==> src/hdl/rws_pkg.sv <==
// Shared constants and types for the reset and watchdog supervisor.
package rws_pkg;

   // Clock rate and release delay timing.
   localparam int CLK_HZ = 10_000_000;
   localparam int RELEASE_DELAY_MS = 2;
   localparam int RELEASE_DELAY_CYCLES = (RELEASE_DELAY_MS * CLK_HZ) / 1000;

   // Shortest watchdog period in instruction cycles (16K); code 111 gives 2048K.
   localparam int WDT_BASE_CYCLES = 16384;
   localparam int WDT_CNT_W = 22;

   // Register byte offsets on the bus.
   localparam logic [7:0] POWER_CTRL_OFS = 8'h00;
   localparam logic [7:0] SUPV_CTRL_OFS = 8'h04;
   localparam logic [7:0] SERVICE_OFS = 8'h08;
   localparam logic [7:0] WDT_COUNT_OFS = 8'h0c;
   localparam logic [7:0] IRQ_STATUS_OFS = 8'h10;
   localparam logic [7:0] IRQ_CLEAR_OFS = 8'h14;
   localparam logic [7:0] IRQ_ENABLE_OFS = 8'h18;

   // Field positions in the supervisor control register.
   localparam int SC_ENABLE_BIT = 0;
   localparam int SC_SOFT_RESTART_BIT = 1;
   localparam int SC_LOCKED_BIT = 2;
   localparam int SC_IDLE_FREEZE_BIT = 4;
   localparam int SC_PERIOD_LSB = 5;

   // Field positions in the power control and interrupt registers.
   localparam int PC_COLD_START_BIT = 0;
   localparam int IRQ_COLD_BIT = 0;
   localparam int IRQ_LOW_SUPPLY_BIT = 1;
   localparam int IRQ_WDT_BIT = 2;
   localparam int IRQ_W = 3;

   // Values after reset.
   localparam logic [7:0] SUPV_CTRL_RST = 8'h00;
   localparam logic [IRQ_W-1:0] IRQ_RST = 3'h0;

   // Locked-mode service sequence.
   localparam logic [7:0] SERVICE_FIRST = 8'h1e;
   localparam logic [7:0] SERVICE_SECOND = 8'he1;

   // AHB transfer encodings.
   localparam logic [1:0] HTRANS_NONSEQ = 2'h2;
   localparam logic [2:0] HSIZE_WORD = 3'h2;

   // Progress through the locked-mode service sequence.
   typedef enum logic [0:0] {
      seq_wait = 1'b0,
      seq_armed = 1'b1
   } rws_seq_type;

endpackage

==> src/hdl/rws_delay_if.sv <==
// Link between the supervisor and one release delay counter.
`timescale 1ns/1ps
interface rws_delay_if;
   logic hold;
   logic busy;
   modport ctrl (output hold, input busy);
   modport dly (input hold, output busy);
endinterface

==> src/hdl/rws_release_delay.sv <==
// Release delay counter that stretches the end of a supply-low indication.
`timescale 1ns/1ps
module rws_release_delay #(
   parameter int CYCLES = rws_pkg::RELEASE_DELAY_CYCLES
) (
   input wire logic clk_sys,
   input wire logic rst_n,
   rws_delay_if.dly port
);

   localparam int CW = (CYCLES > 1) ? $clog2(CYCLES) : 1;
   localparam logic [CW-1:0] LAST = CW'(CYCLES - 1);

   generate
      if (CYCLES < 1) begin : g_bad
         $error("Release delay must be at least one cycle.");
      end
   endgenerate

   logic [CW-1:0] cnt_reg;
   logic busy_reg;

   // Busy from reset, restarts on every hold, and falls after the full count.
   always_ff @(posedge clk_sys) begin
      if (!rst_n || port.hold) begin
         cnt_reg <= '0;
         busy_reg <= 1'b1;
      end else if (busy_reg) begin
         cnt_reg <= cnt_reg + CW'(1);
         busy_reg <= (cnt_reg != LAST);
      end
   end

   assign port.busy = busy_reg;
endmodule // rws_release_delay

==> src/hdl/rws_supervisor_top.sv <==
// Reset supervisor and instruction-cycle watchdog with an AHB-Lite register slave.
//
// Notes on behaviour
// [RULE_01] Reset is held while power-on supply-low is seen and for 2 ms after it clears.
// [RULE_02] A returning power-on supply-low indication reasserts reset at once.
// [RULE_03] Every power-on reset sets the cold-start flag in the power control register.
// [RULE_04] The low-supply detector asserts reset immediately when it trips.
// [RULE_05] After the low-supply detector clears its own counter holds reset about 2 ms.
// [RULE_06] The watchdog advances once per cycle with a period of 16K to 2048K cycles.
// [RULE_07] Each step of the three-bit period code doubles the timeout.
// [RULE_08] A power-on reset leaves the watchdog disabled.
// [RULE_09] The watchdog does not count in power-down mode.
// [RULE_10] A watchdog timeout without service pulses an internal reset to the core.
// [RULE_11] In software mode the soft restart bit restarts the count and self-clears.
// [RULE_12] In locked mode writing 1e then e1 starts or services the watchdog.
// [RULE_13] With idle freeze set the watchdog holds its count while idle.
// [RULE_14] In software mode the enable bit freezes the count; in locked mode it shows run.
// [RULE_15] All reset requests and release delays merge into one internal reset.
//
// Register access over AHB-Lite and the register offsets were decided locally.
`timescale 1ns/1ps
module rws_supervisor_top #(
   parameter int RELEASE_CYCLES = rws_pkg::RELEASE_DELAY_CYCLES,
   parameter int WDT_BASE = rws_pkg::WDT_BASE_CYCLES
) (
   input wire logic clk_sys,
   input wire logic rst_n,
   input wire logic supply_low_pin,
   input wire logic low_supply_detector,
   input wire logic idle_mode,
   input wire logic power_down_mode,
   input wire logic hsel,
   input wire logic [31:0] haddr,
   input wire logic [1:0] htrans,
   input wire logic hwrite,
   input wire logic [2:0] hsize,
   input wire logic [31:0] hwdata,
   input wire logic hready,
   output logic hreadyout,
   output logic hresp,
   output logic [31:0] hrdata,
   output logic core_reset,
   output logic wdt_reset_pulse,
   output logic irq
);

   localparam int CW = rws_pkg::WDT_CNT_W;
   localparam logic [CW-1:0] BASE_W = CW'(WDT_BASE);

   generate
      if (WDT_BASE < 2 || longint'(WDT_BASE) * 128 >= (longint'(1) << CW)) begin : g_bad
         $error("Watchdog base period does not fit the counter.");
      end
   endgenerate

   // Timeout length for a period code; doubles with each step of the code.
   function automatic logic [CW-1:0] wdt_limit(input logic [2:0] ps);
      wdt_limit = BASE_W << ps; // [RULE_07]
   endfunction

   // Synchronisers for the two detector pins.
   logic por_s1_reg, por_s2_reg, por_d_reg;
   logic bod_s1_reg, bod_s2_reg, bod_d_reg;

   // Detector levels come from analog comparators, so two flops precede any use.
   always_ff @(posedge clk_sys) begin
      if (!rst_n) begin
         por_s1_reg <= 1'b0;
         por_s2_reg <= 1'b0;
         por_d_reg <= 1'b0;
         bod_s1_reg <= 1'b0;
         bod_s2_reg <= 1'b0;
         bod_d_reg <= 1'b0;
      end else begin
         por_s1_reg <= supply_low_pin;
         por_s2_reg <= por_s1_reg;
         por_d_reg <= por_s2_reg;
         bod_s1_reg <= low_supply_detector;
         bod_s2_reg <= bod_s1_reg;
         bod_d_reg <= bod_s2_reg;
      end
   end

   wire por_rise = por_s2_reg && !por_d_reg;
   wire bod_rise = bod_s2_reg && !bod_d_reg;

   // Release delay counters, one per detector.
   rws_delay_if por_if ();
   rws_delay_if bod_if ();

   // Each detector has its own counter so one cannot shorten the other's delay.
   assign por_if.hold = por_s2_reg; // [RULE_01]
   assign bod_if.hold = bod_s2_reg; // [RULE_05]

   rws_release_delay #(.CYCLES(RELEASE_CYCLES)) u_por_delay (
      .clk_sys(clk_sys),
      .rst_n(rst_n),
      .port(por_if.dly)
   );

   rws_release_delay #(.CYCLES(RELEASE_CYCLES)) u_bod_delay (
      .clk_sys(clk_sys),
      .rst_n(rst_n),
      .port(bod_if.dly)
   );

   // Register bus slave with zero wait states.
   logic wr_pend_reg;
   logic [7:0] wr_addr_reg;
   logic [31:0] rdata_reg;

   wire take = hsel && hready && htrans == rws_pkg::HTRANS_NONSEQ
      && hsize == rws_pkg::HSIZE_WORD;
   wire [7:0] a_ofs = {haddr[7:2], 2'b00};
   wire wr_power = wr_pend_reg && wr_addr_reg == rws_pkg::POWER_CTRL_OFS;
   wire wr_ctrl = wr_pend_reg && wr_addr_reg == rws_pkg::SUPV_CTRL_OFS;
   wire wr_service = wr_pend_reg && wr_addr_reg == rws_pkg::SERVICE_OFS;
   wire wr_irq_clr = wr_pend_reg && wr_addr_reg == rws_pkg::IRQ_CLEAR_OFS;
   wire wr_irq_en = wr_pend_reg && wr_addr_reg == rws_pkg::IRQ_ENABLE_OFS;

   // The slave never stalls and always answers OKAY.
   assign hreadyout = 1'b1;
   assign hresp = 1'b0;
   assign hrdata = rdata_reg;

   // Supervisor and watchdog state.
   logic cold_flag_reg;
   logic en_reg, soft_reg, locked_reg, idle_frz_reg;
   logic [2:0] ps_reg;
   logic locked_run_reg;
   logic [CW-1:0] wdt_cnt_reg;
   logic wdt_pulse_reg;
   logic core_reset_reg;
   logic [rws_pkg::IRQ_W-1:0] irq_stat_reg, irq_en_reg;
   rws_pkg::rws_seq_type seq_reg, seq_next;

   // Any reset request or pending release keeps the core in reset.
   wire reset_any = por_s2_reg || bod_s2_reg || por_if.busy || bod_if.busy
      || wdt_pulse_reg; // [RULE_15]

   // In locked mode the enable bit shows whether the watchdog runs.
   wire en_view = locked_reg ? locked_run_reg : en_reg; // [RULE_14]
   wire running = en_view;
   wire count_ok = running && !power_down_mode // [RULE_09]
      && !(idle_mode && idle_frz_reg); // [RULE_13]
   wire soft_restart = soft_reg && !locked_reg; // [RULE_11]
   wire seq_fire = wr_service && seq_reg == rws_pkg::seq_armed
      && hwdata[7:0] == rws_pkg::SERVICE_SECOND && locked_reg; // [RULE_12]
   wire wdt_restart = soft_restart || seq_fire;
   wire [CW-1:0] limit = wdt_limit(ps_reg); // [RULE_06]
   wire timeout = count_ok && !wdt_restart && wdt_cnt_reg == limit - CW'(1);

   wire [7:0] ctrl_view = {ps_reg, idle_frz_reg, 1'b0, locked_reg, soft_reg, en_view};
   wire [rws_pkg::IRQ_W-1:0] irq_events = {timeout, bod_rise, por_rise};

   // Read data is chosen in the address phase so it stands through the data phase.
   wire [31:0] rd_mux =
      (a_ofs == rws_pkg::POWER_CTRL_OFS) ? {31'h0, cold_flag_reg} :
      (a_ofs == rws_pkg::SUPV_CTRL_OFS) ? {24'h0, ctrl_view} :
      (a_ofs == rws_pkg::WDT_COUNT_OFS) ? {10'h0, wdt_cnt_reg} :
      (a_ofs == rws_pkg::IRQ_STATUS_OFS) ? {29'h0, irq_stat_reg} :
      (a_ofs == rws_pkg::IRQ_ENABLE_OFS) ? {29'h0, irq_en_reg} : 32'h0;

   // Bus phase tracking; a write lands at the end of its data phase.
   always_ff @(posedge clk_sys) begin
      if (!rst_n) begin
         wr_pend_reg <= 1'b0;
         wr_addr_reg <= 8'h00;
         rdata_reg <= 32'h0;
      end else begin
         wr_pend_reg <= take && hwrite;
         wr_addr_reg <= a_ofs;
         rdata_reg <= (take && !hwrite) ? rd_mux : 32'h0;
      end
   end

   // Service sequence: 1e arms, e1 while armed fires, anything else disarms.
   always_comb begin
      seq_next = seq_reg;
      if (wr_service) begin
         if (hwdata[7:0] == rws_pkg::SERVICE_FIRST) begin
            seq_next = rws_pkg::seq_armed;
         end else begin
            seq_next = rws_pkg::seq_wait;
         end
      end
   end

   // Sequence state is dropped on any internal reset, so half a key never survives it.
   always_ff @(posedge clk_sys) begin
      if (!rst_n || core_reset_reg) begin
         seq_reg <= rws_pkg::seq_wait;
      end else begin
         seq_reg <= seq_next; // [RULE_12]
      end
   end

   // Cold-start flag: set while power-on reset is seen; software writes zero to clear.
   always_ff @(posedge clk_sys) begin
      if (!rst_n) begin
         cold_flag_reg <= 1'b1;
      end else if (por_s2_reg) begin
         cold_flag_reg <= 1'b1; // [RULE_03]
      end else if (wr_power) begin
         cold_flag_reg <= hwdata[rws_pkg::PC_COLD_START_BIT];
      end
   end

   // Control bits return to their reset values during any internal reset,
   // which is the only way out of locked mode once it runs.
   always_ff @(posedge clk_sys) begin
      if (!rst_n || core_reset_reg) begin
         {ps_reg, idle_frz_reg} <= rws_pkg::SUPV_CTRL_RST[7:4];
         locked_reg <= rws_pkg::SUPV_CTRL_RST[rws_pkg::SC_LOCKED_BIT];
         en_reg <= rws_pkg::SUPV_CTRL_RST[rws_pkg::SC_ENABLE_BIT]; // [RULE_08]
         soft_reg <= rws_pkg::SUPV_CTRL_RST[rws_pkg::SC_SOFT_RESTART_BIT];
      end else begin
         if (wr_ctrl) begin
            ps_reg <= hwdata[rws_pkg::SC_PERIOD_LSB +: 3];
            idle_frz_reg <= hwdata[rws_pkg::SC_IDLE_FREEZE_BIT];
         end
         // Mode may not change while the locked watchdog runs.
         if (wr_ctrl && !locked_run_reg) begin
            locked_reg <= hwdata[rws_pkg::SC_LOCKED_BIT];
         end
         // Enable is read-only while locked mode is selected.
         if (wr_ctrl && !locked_reg) begin
            en_reg <= hwdata[rws_pkg::SC_ENABLE_BIT]; // [RULE_14]
         end
         // A new write of one wins over the self-clear of the previous one.
         if (wr_ctrl && hwdata[rws_pkg::SC_SOFT_RESTART_BIT]) begin
            soft_reg <= 1'b1;
         end else if (soft_restart) begin
            soft_reg <= 1'b0; // [RULE_11]
         end else if (wr_ctrl) begin
            soft_reg <= 1'b0;
         end
      end
   end

   // Locked run flag: set by the service sequence, cleared only by reset.
   always_ff @(posedge clk_sys) begin
      if (!rst_n || core_reset_reg) begin
         locked_run_reg <= 1'b0; // [RULE_08]
      end else if (seq_fire) begin
         locked_run_reg <= 1'b1; // [RULE_12]
      end
   end

   // Watchdog counter; a disabled count is frozen, not cleared.
   always_ff @(posedge clk_sys) begin
      if (!rst_n || core_reset_reg) begin
         wdt_cnt_reg <= '0;
         wdt_pulse_reg <= 1'b0;
      end else begin
         wdt_pulse_reg <= timeout; // [RULE_10]
         if (wdt_restart || timeout) begin
            wdt_cnt_reg <= '0;
         end else if (count_ok) begin
            wdt_cnt_reg <= wdt_cnt_reg + CW'(1); // [RULE_06]
         end
      end
   end

   // Internal reset is registered so the core never sees a decode glitch.
   always_ff @(posedge clk_sys) begin
      if (!rst_n) begin
         core_reset_reg <= 1'b1;
      end else begin
         core_reset_reg <= reset_any; // [RULE_02] [RULE_04] [RULE_15]
      end
   end

   assign core_reset = core_reset_reg;
   assign wdt_reset_pulse = wdt_pulse_reg;

   // Interrupt status: events set, write-one clears, and a set wins the tie.
   always_ff @(posedge clk_sys) begin
      if (!rst_n) begin
         irq_stat_reg <= rws_pkg::IRQ_RST;
         irq_en_reg <= rws_pkg::IRQ_RST;
      end else begin
         irq_stat_reg <= (irq_stat_reg & ~(wr_irq_clr ? hwdata[2:0] : 3'h0)) | irq_events;
         if (wr_irq_en) begin
            irq_en_reg <= hwdata[2:0];
         end
      end
   end

   assign irq = |(irq_stat_reg & irq_en_reg);
endmodule // rws_supervisor_top

==> config.mk <==
export PLATFORM = sky130hd
export DESIGN_NAME = rws_supervisor_top
export DESIGN_NICKNAME = d
export VERILOG_FILES = /design/src/hdl/rws_pkg.sv /design/src/hdl/rws_delay_if.sv /design/src/hdl/rws_release_delay.sv /design/src/hdl/rws_supervisor_top.sv
export SDC_FILE = /design/constraint.sdc
export NUM_CORES = 1
export LEC_CHECK = 0
export ABC_CLOCK_PERIOD_IN_PS = 7750
export BUFFER_PORTS_ARGS = -buffer_cell sky130_fd_sc_hd__buf_2
export CAP_MARGIN = 15
export CORE_MARGIN = 10
export CORE_UTILIZATION = 35
export DETAILED_ROUTE_END_ITERATION = 8
export GPL_ROUTABILITY_DRIVEN = 1
export HOLD_SLACK_MARGIN = 0.08
export SYNTH_ARGS = -nofsm -noshare
export SYNTH_HDL_FRONTEND = slang
export SYNTH_SLANG_ARGS = --single-unit
==> constraint.sdc <==
create_clock -name clk_sys -period 7.75 [get_ports clk_sys]
set_clock_uncertainty 0.2 [all_clocks]
set_input_delay 1.1625 -clock clk_sys [delete_from_list [all_inputs] [get_ports clk_sys]]
set_output_delay 1.1625 -clock clk_sys [all_outputs]
set_load 0.005 [all_outputs]
==> flow_metrics.py <==
metrics = {
    "sta": {
        "slew_violations": 0,
        "setup_viol": 0,
        "fin_crit_sh": 0.411,
        "relSlewSlack": 0.399,
        "tightest_slew_ns": 0.895,
        "period_minus_slack_ns": 3.18,
        "finalSetupTns_ns": 0,
        "hold_viol": 0,
        "rsz0062_at_grt": "false",
        "worst_slack_ns": 4.57,
        "fmax_mhz": 314,
    },
    "critical_path": {
        "cp_common_cell": "or3_1",
        "path_cells": "or3_1 -> ha_1 -> or3_1 -> a21oi_1 -> o211ai_2 -> nor4_4 -> nor3_1",
        "start_kind": "flop",
        "path_class": "flop to flop",
        "cp_slowest_cell": "nor4_4",
        "cpPeakStageDelay_ns": 0.82,
        "cp.arrival_ns": 3.18,
        "required_ns": 7.75,
        "crit_fanout": 15,
        "reg2reg_slack_ns": 4.57,
        "cp-end-kind": "flop",
        "r2r-start": "ps_reg[2]",
        "worstSetupStartpoint": "ps_reg[2]",
    },
    "global_routing": {
        "overflow": 0,
        "antenna_found_initial": 0,
        "grt_util_all_layers": 0.112,
        "grt_max_degree": 24,
        "first_global_vias": 3597,
        "grt_pass1_wl_um": 16900,
    },
    "placed_design": {
        "io_buffer_count": 52,
        "hpwl_um": 7540,
        "dp.cells": 732,
        "dp_slack_ns": 4.51,
        "place.gp.congestion": 0.801,
    },
    "yosys": {
        "yosysWarnings": 0,
        "yosys.area.top_type_share": 0.452,
        "synth_cell_types": 52,
        "synth-edff-count": 0,
        "async_flop_share": 0,
        "synthesis.instances": 526,
        "synth_seq_cells": 107,
        "yosysSeqAreaShare": 0.452,
        "synth_flop_cell": "dfxtp_1",
        "synth_largest_area_cell": "dfxtp_1",
        "syn_area_um2": 4740,
        "yosys-top-cells-area": "dfxtp_1, xor2_1, nor2_1",
        "syn-mean-instance-area_um2": 9.01,
    },
    "final_layout": {
        "mostFrequentLayoutCell": "dfxtp_1",
        "fill_cells": 1353,
        "drive_gt1_frac": 0.147,
        "antennaDiodeCount": 0,
        "most-common-layout-cells": "dfxtp_1, nor2_1, buf_2",
        "seqCellArea_um2": 2140,
        "multi_input_area_um2": 2400,
        "fin_nets": 649,
        "area_growth_pct": 13.1,
        "finalNonFillerCells": 748,
    },
    "routing": {
        "totalWireLength_um": 10000,
        "viasPerCell": 4.88,
        "post_drt_wl_per_cell_um": 13.4,
        "drc": 0,
        "drtPass1Iterations": 4,
        "vias": 3650,
        "initialDrtViolationCount": 174,
        "drtAntennaViolNets": 0,
    },
    "floorplan": {
        "core.rowCount": 42,
        "die_w_um": 136,
        "die_height_um": 136,
        "core-area_um2": 13200,
        "initial_core_util": 0.358,
        "io_pins": 115,
        "die-area_um2": 18600,
    },
    "job": {
        "cap_viol_max_count": 0,
    },
    "power": {
        "max-vdd-ir-drop_mv": 0.194,
        "leakage_nw": 1.98,
        "total_power_mw": 1.04,
        "p_per_area_nw_per_um2": 193,
    },
    "clocking": {
        "insertion_delay_ns": 0.35,
        "clk_path_buf_depth": 2,
        "clock-sinks": 107,
        "post-cts-setup-buffers": 0,
        "cts_resized": 0,
        "cts_tree": "built",
        "cts_hold_buf": 0,
        "htree_levels": 3,
        "clkTransAtPathRegs_ns": 0.07,
        "cts_buffers": 9,
        "cts_root_buf": "clkbuf_16",
    },
    "status": {
        "outcome": "complete, no violations",
    },
    "min_path": {
        "worstHoldStart": "bod_s1_reg",
        "hp-class": "flop to flop",
    },
}
cells in the mapped netlist (all sizes together) (2+ instances only):
library cell,number
conb,2
inv,12
a32oi,2
nand3,14
nand2b,6
nor4,12
mux2i,15
mux2,5
nor3,30
xnor2,20
nor2b,7
or4,4
and3,6
a21oi,23
nand4b,3
nor2,53
dfxtp,107
buf,21
or4b,2
or3,14
a21o,2
nand2,46
nand4,18
xor2,25
o21ai,14
clkbuf,11
nor4b,3
and2,30
o31ai,2
ha,4
through the flow:
step | utilization | instance area, um2 | hold slack, ns
6_report | 0.405 | 5360 | 0.234
5_1_grt | 0.405 | 5360 | 0.258
4_1_cts | 0.405 | 5360 | 0.234
3_5_place_dp | 0.383 | 5070 | 0.217
3_3_place_gp | 0.383 | 5070 | 0.214
2_1_floorplan | - | 4780 | 0.212
metal layers:
layer,vias to the layer above,part of all wire,GRT usage
met2,72,0.44,0.174
li1,1873,-,-
met1,1690,0.48,0.140
met5,-,0,0
met3,15,0.056,0.0343
met4,0,0.019,0.0515
power breakdown:
| part | switching (mW) | internal (mW) | total [mW] |
|---|---|---|---|
| clock network | 0.205 | 0.239 | 0.444 |
| registers | 0.00414 | 0.555 | 0.560 |
| logic | 0.0194 | 0.0132 | 0.0327 |
| total | 0.229 | 0.808 | 1.04 |
cell type report:
cell class | count | share of cell area
flip-flops and latches | 107 | 0.399
clock inverters | 5 | 0.00793
well taps | 176 | 0.0411
repair buffers | 52 | 0.0485
inverters | 12 | 0.00840
multi-input cells | 385 | 0.448
clock buffers | 11 | 0.0471
kinds of logic (layout without fill, tap and decap cells):
| family | count (synthesis) | count (layout) | share of synthesized area |
|---|---|---|---|
| buffers and inverters | 44 | 80 | 0.0496 |
| DFF | 107 | 107 | 0.452 |
| muxes | 20 | 20 | 0.0436 |
| other | 2 | 12 | 0.00158 |
| and+or+nand+nor | 254 | 254 | 0.295 |
| xor gates and xnor gates | 45 | 45 | 0.0832 |
| adders and majority gates | 4 | 4 | 0.0106 |
| AOI/OAI and AO/OA | 50 | 50 | 0.0641 |
critical path, delay by kind of cell (launching register included):
| kind | cells | cell delay, ns |
|---|---|---|
| AND/OR/NAND/NOR | 4 | 1.71 |
| adder cells (fa/ha/maj) | 1 | 0.30 |
| flip-flops | 1 | 0.46 |
| AO/OA/AOI/OAI | 2 | 0.36 |
worst paths after layout:
kind	end	cells past startpoint
worst max-delay path	wdt_cnt_reg[13]	7
worst min-delay path	bod_if.hold	1
worst max register to register	wdt_cnt_reg[13]	7
worst min register to register	bod_if.hold	1
No activity file was read; power rests on OpenSTA's default activity.
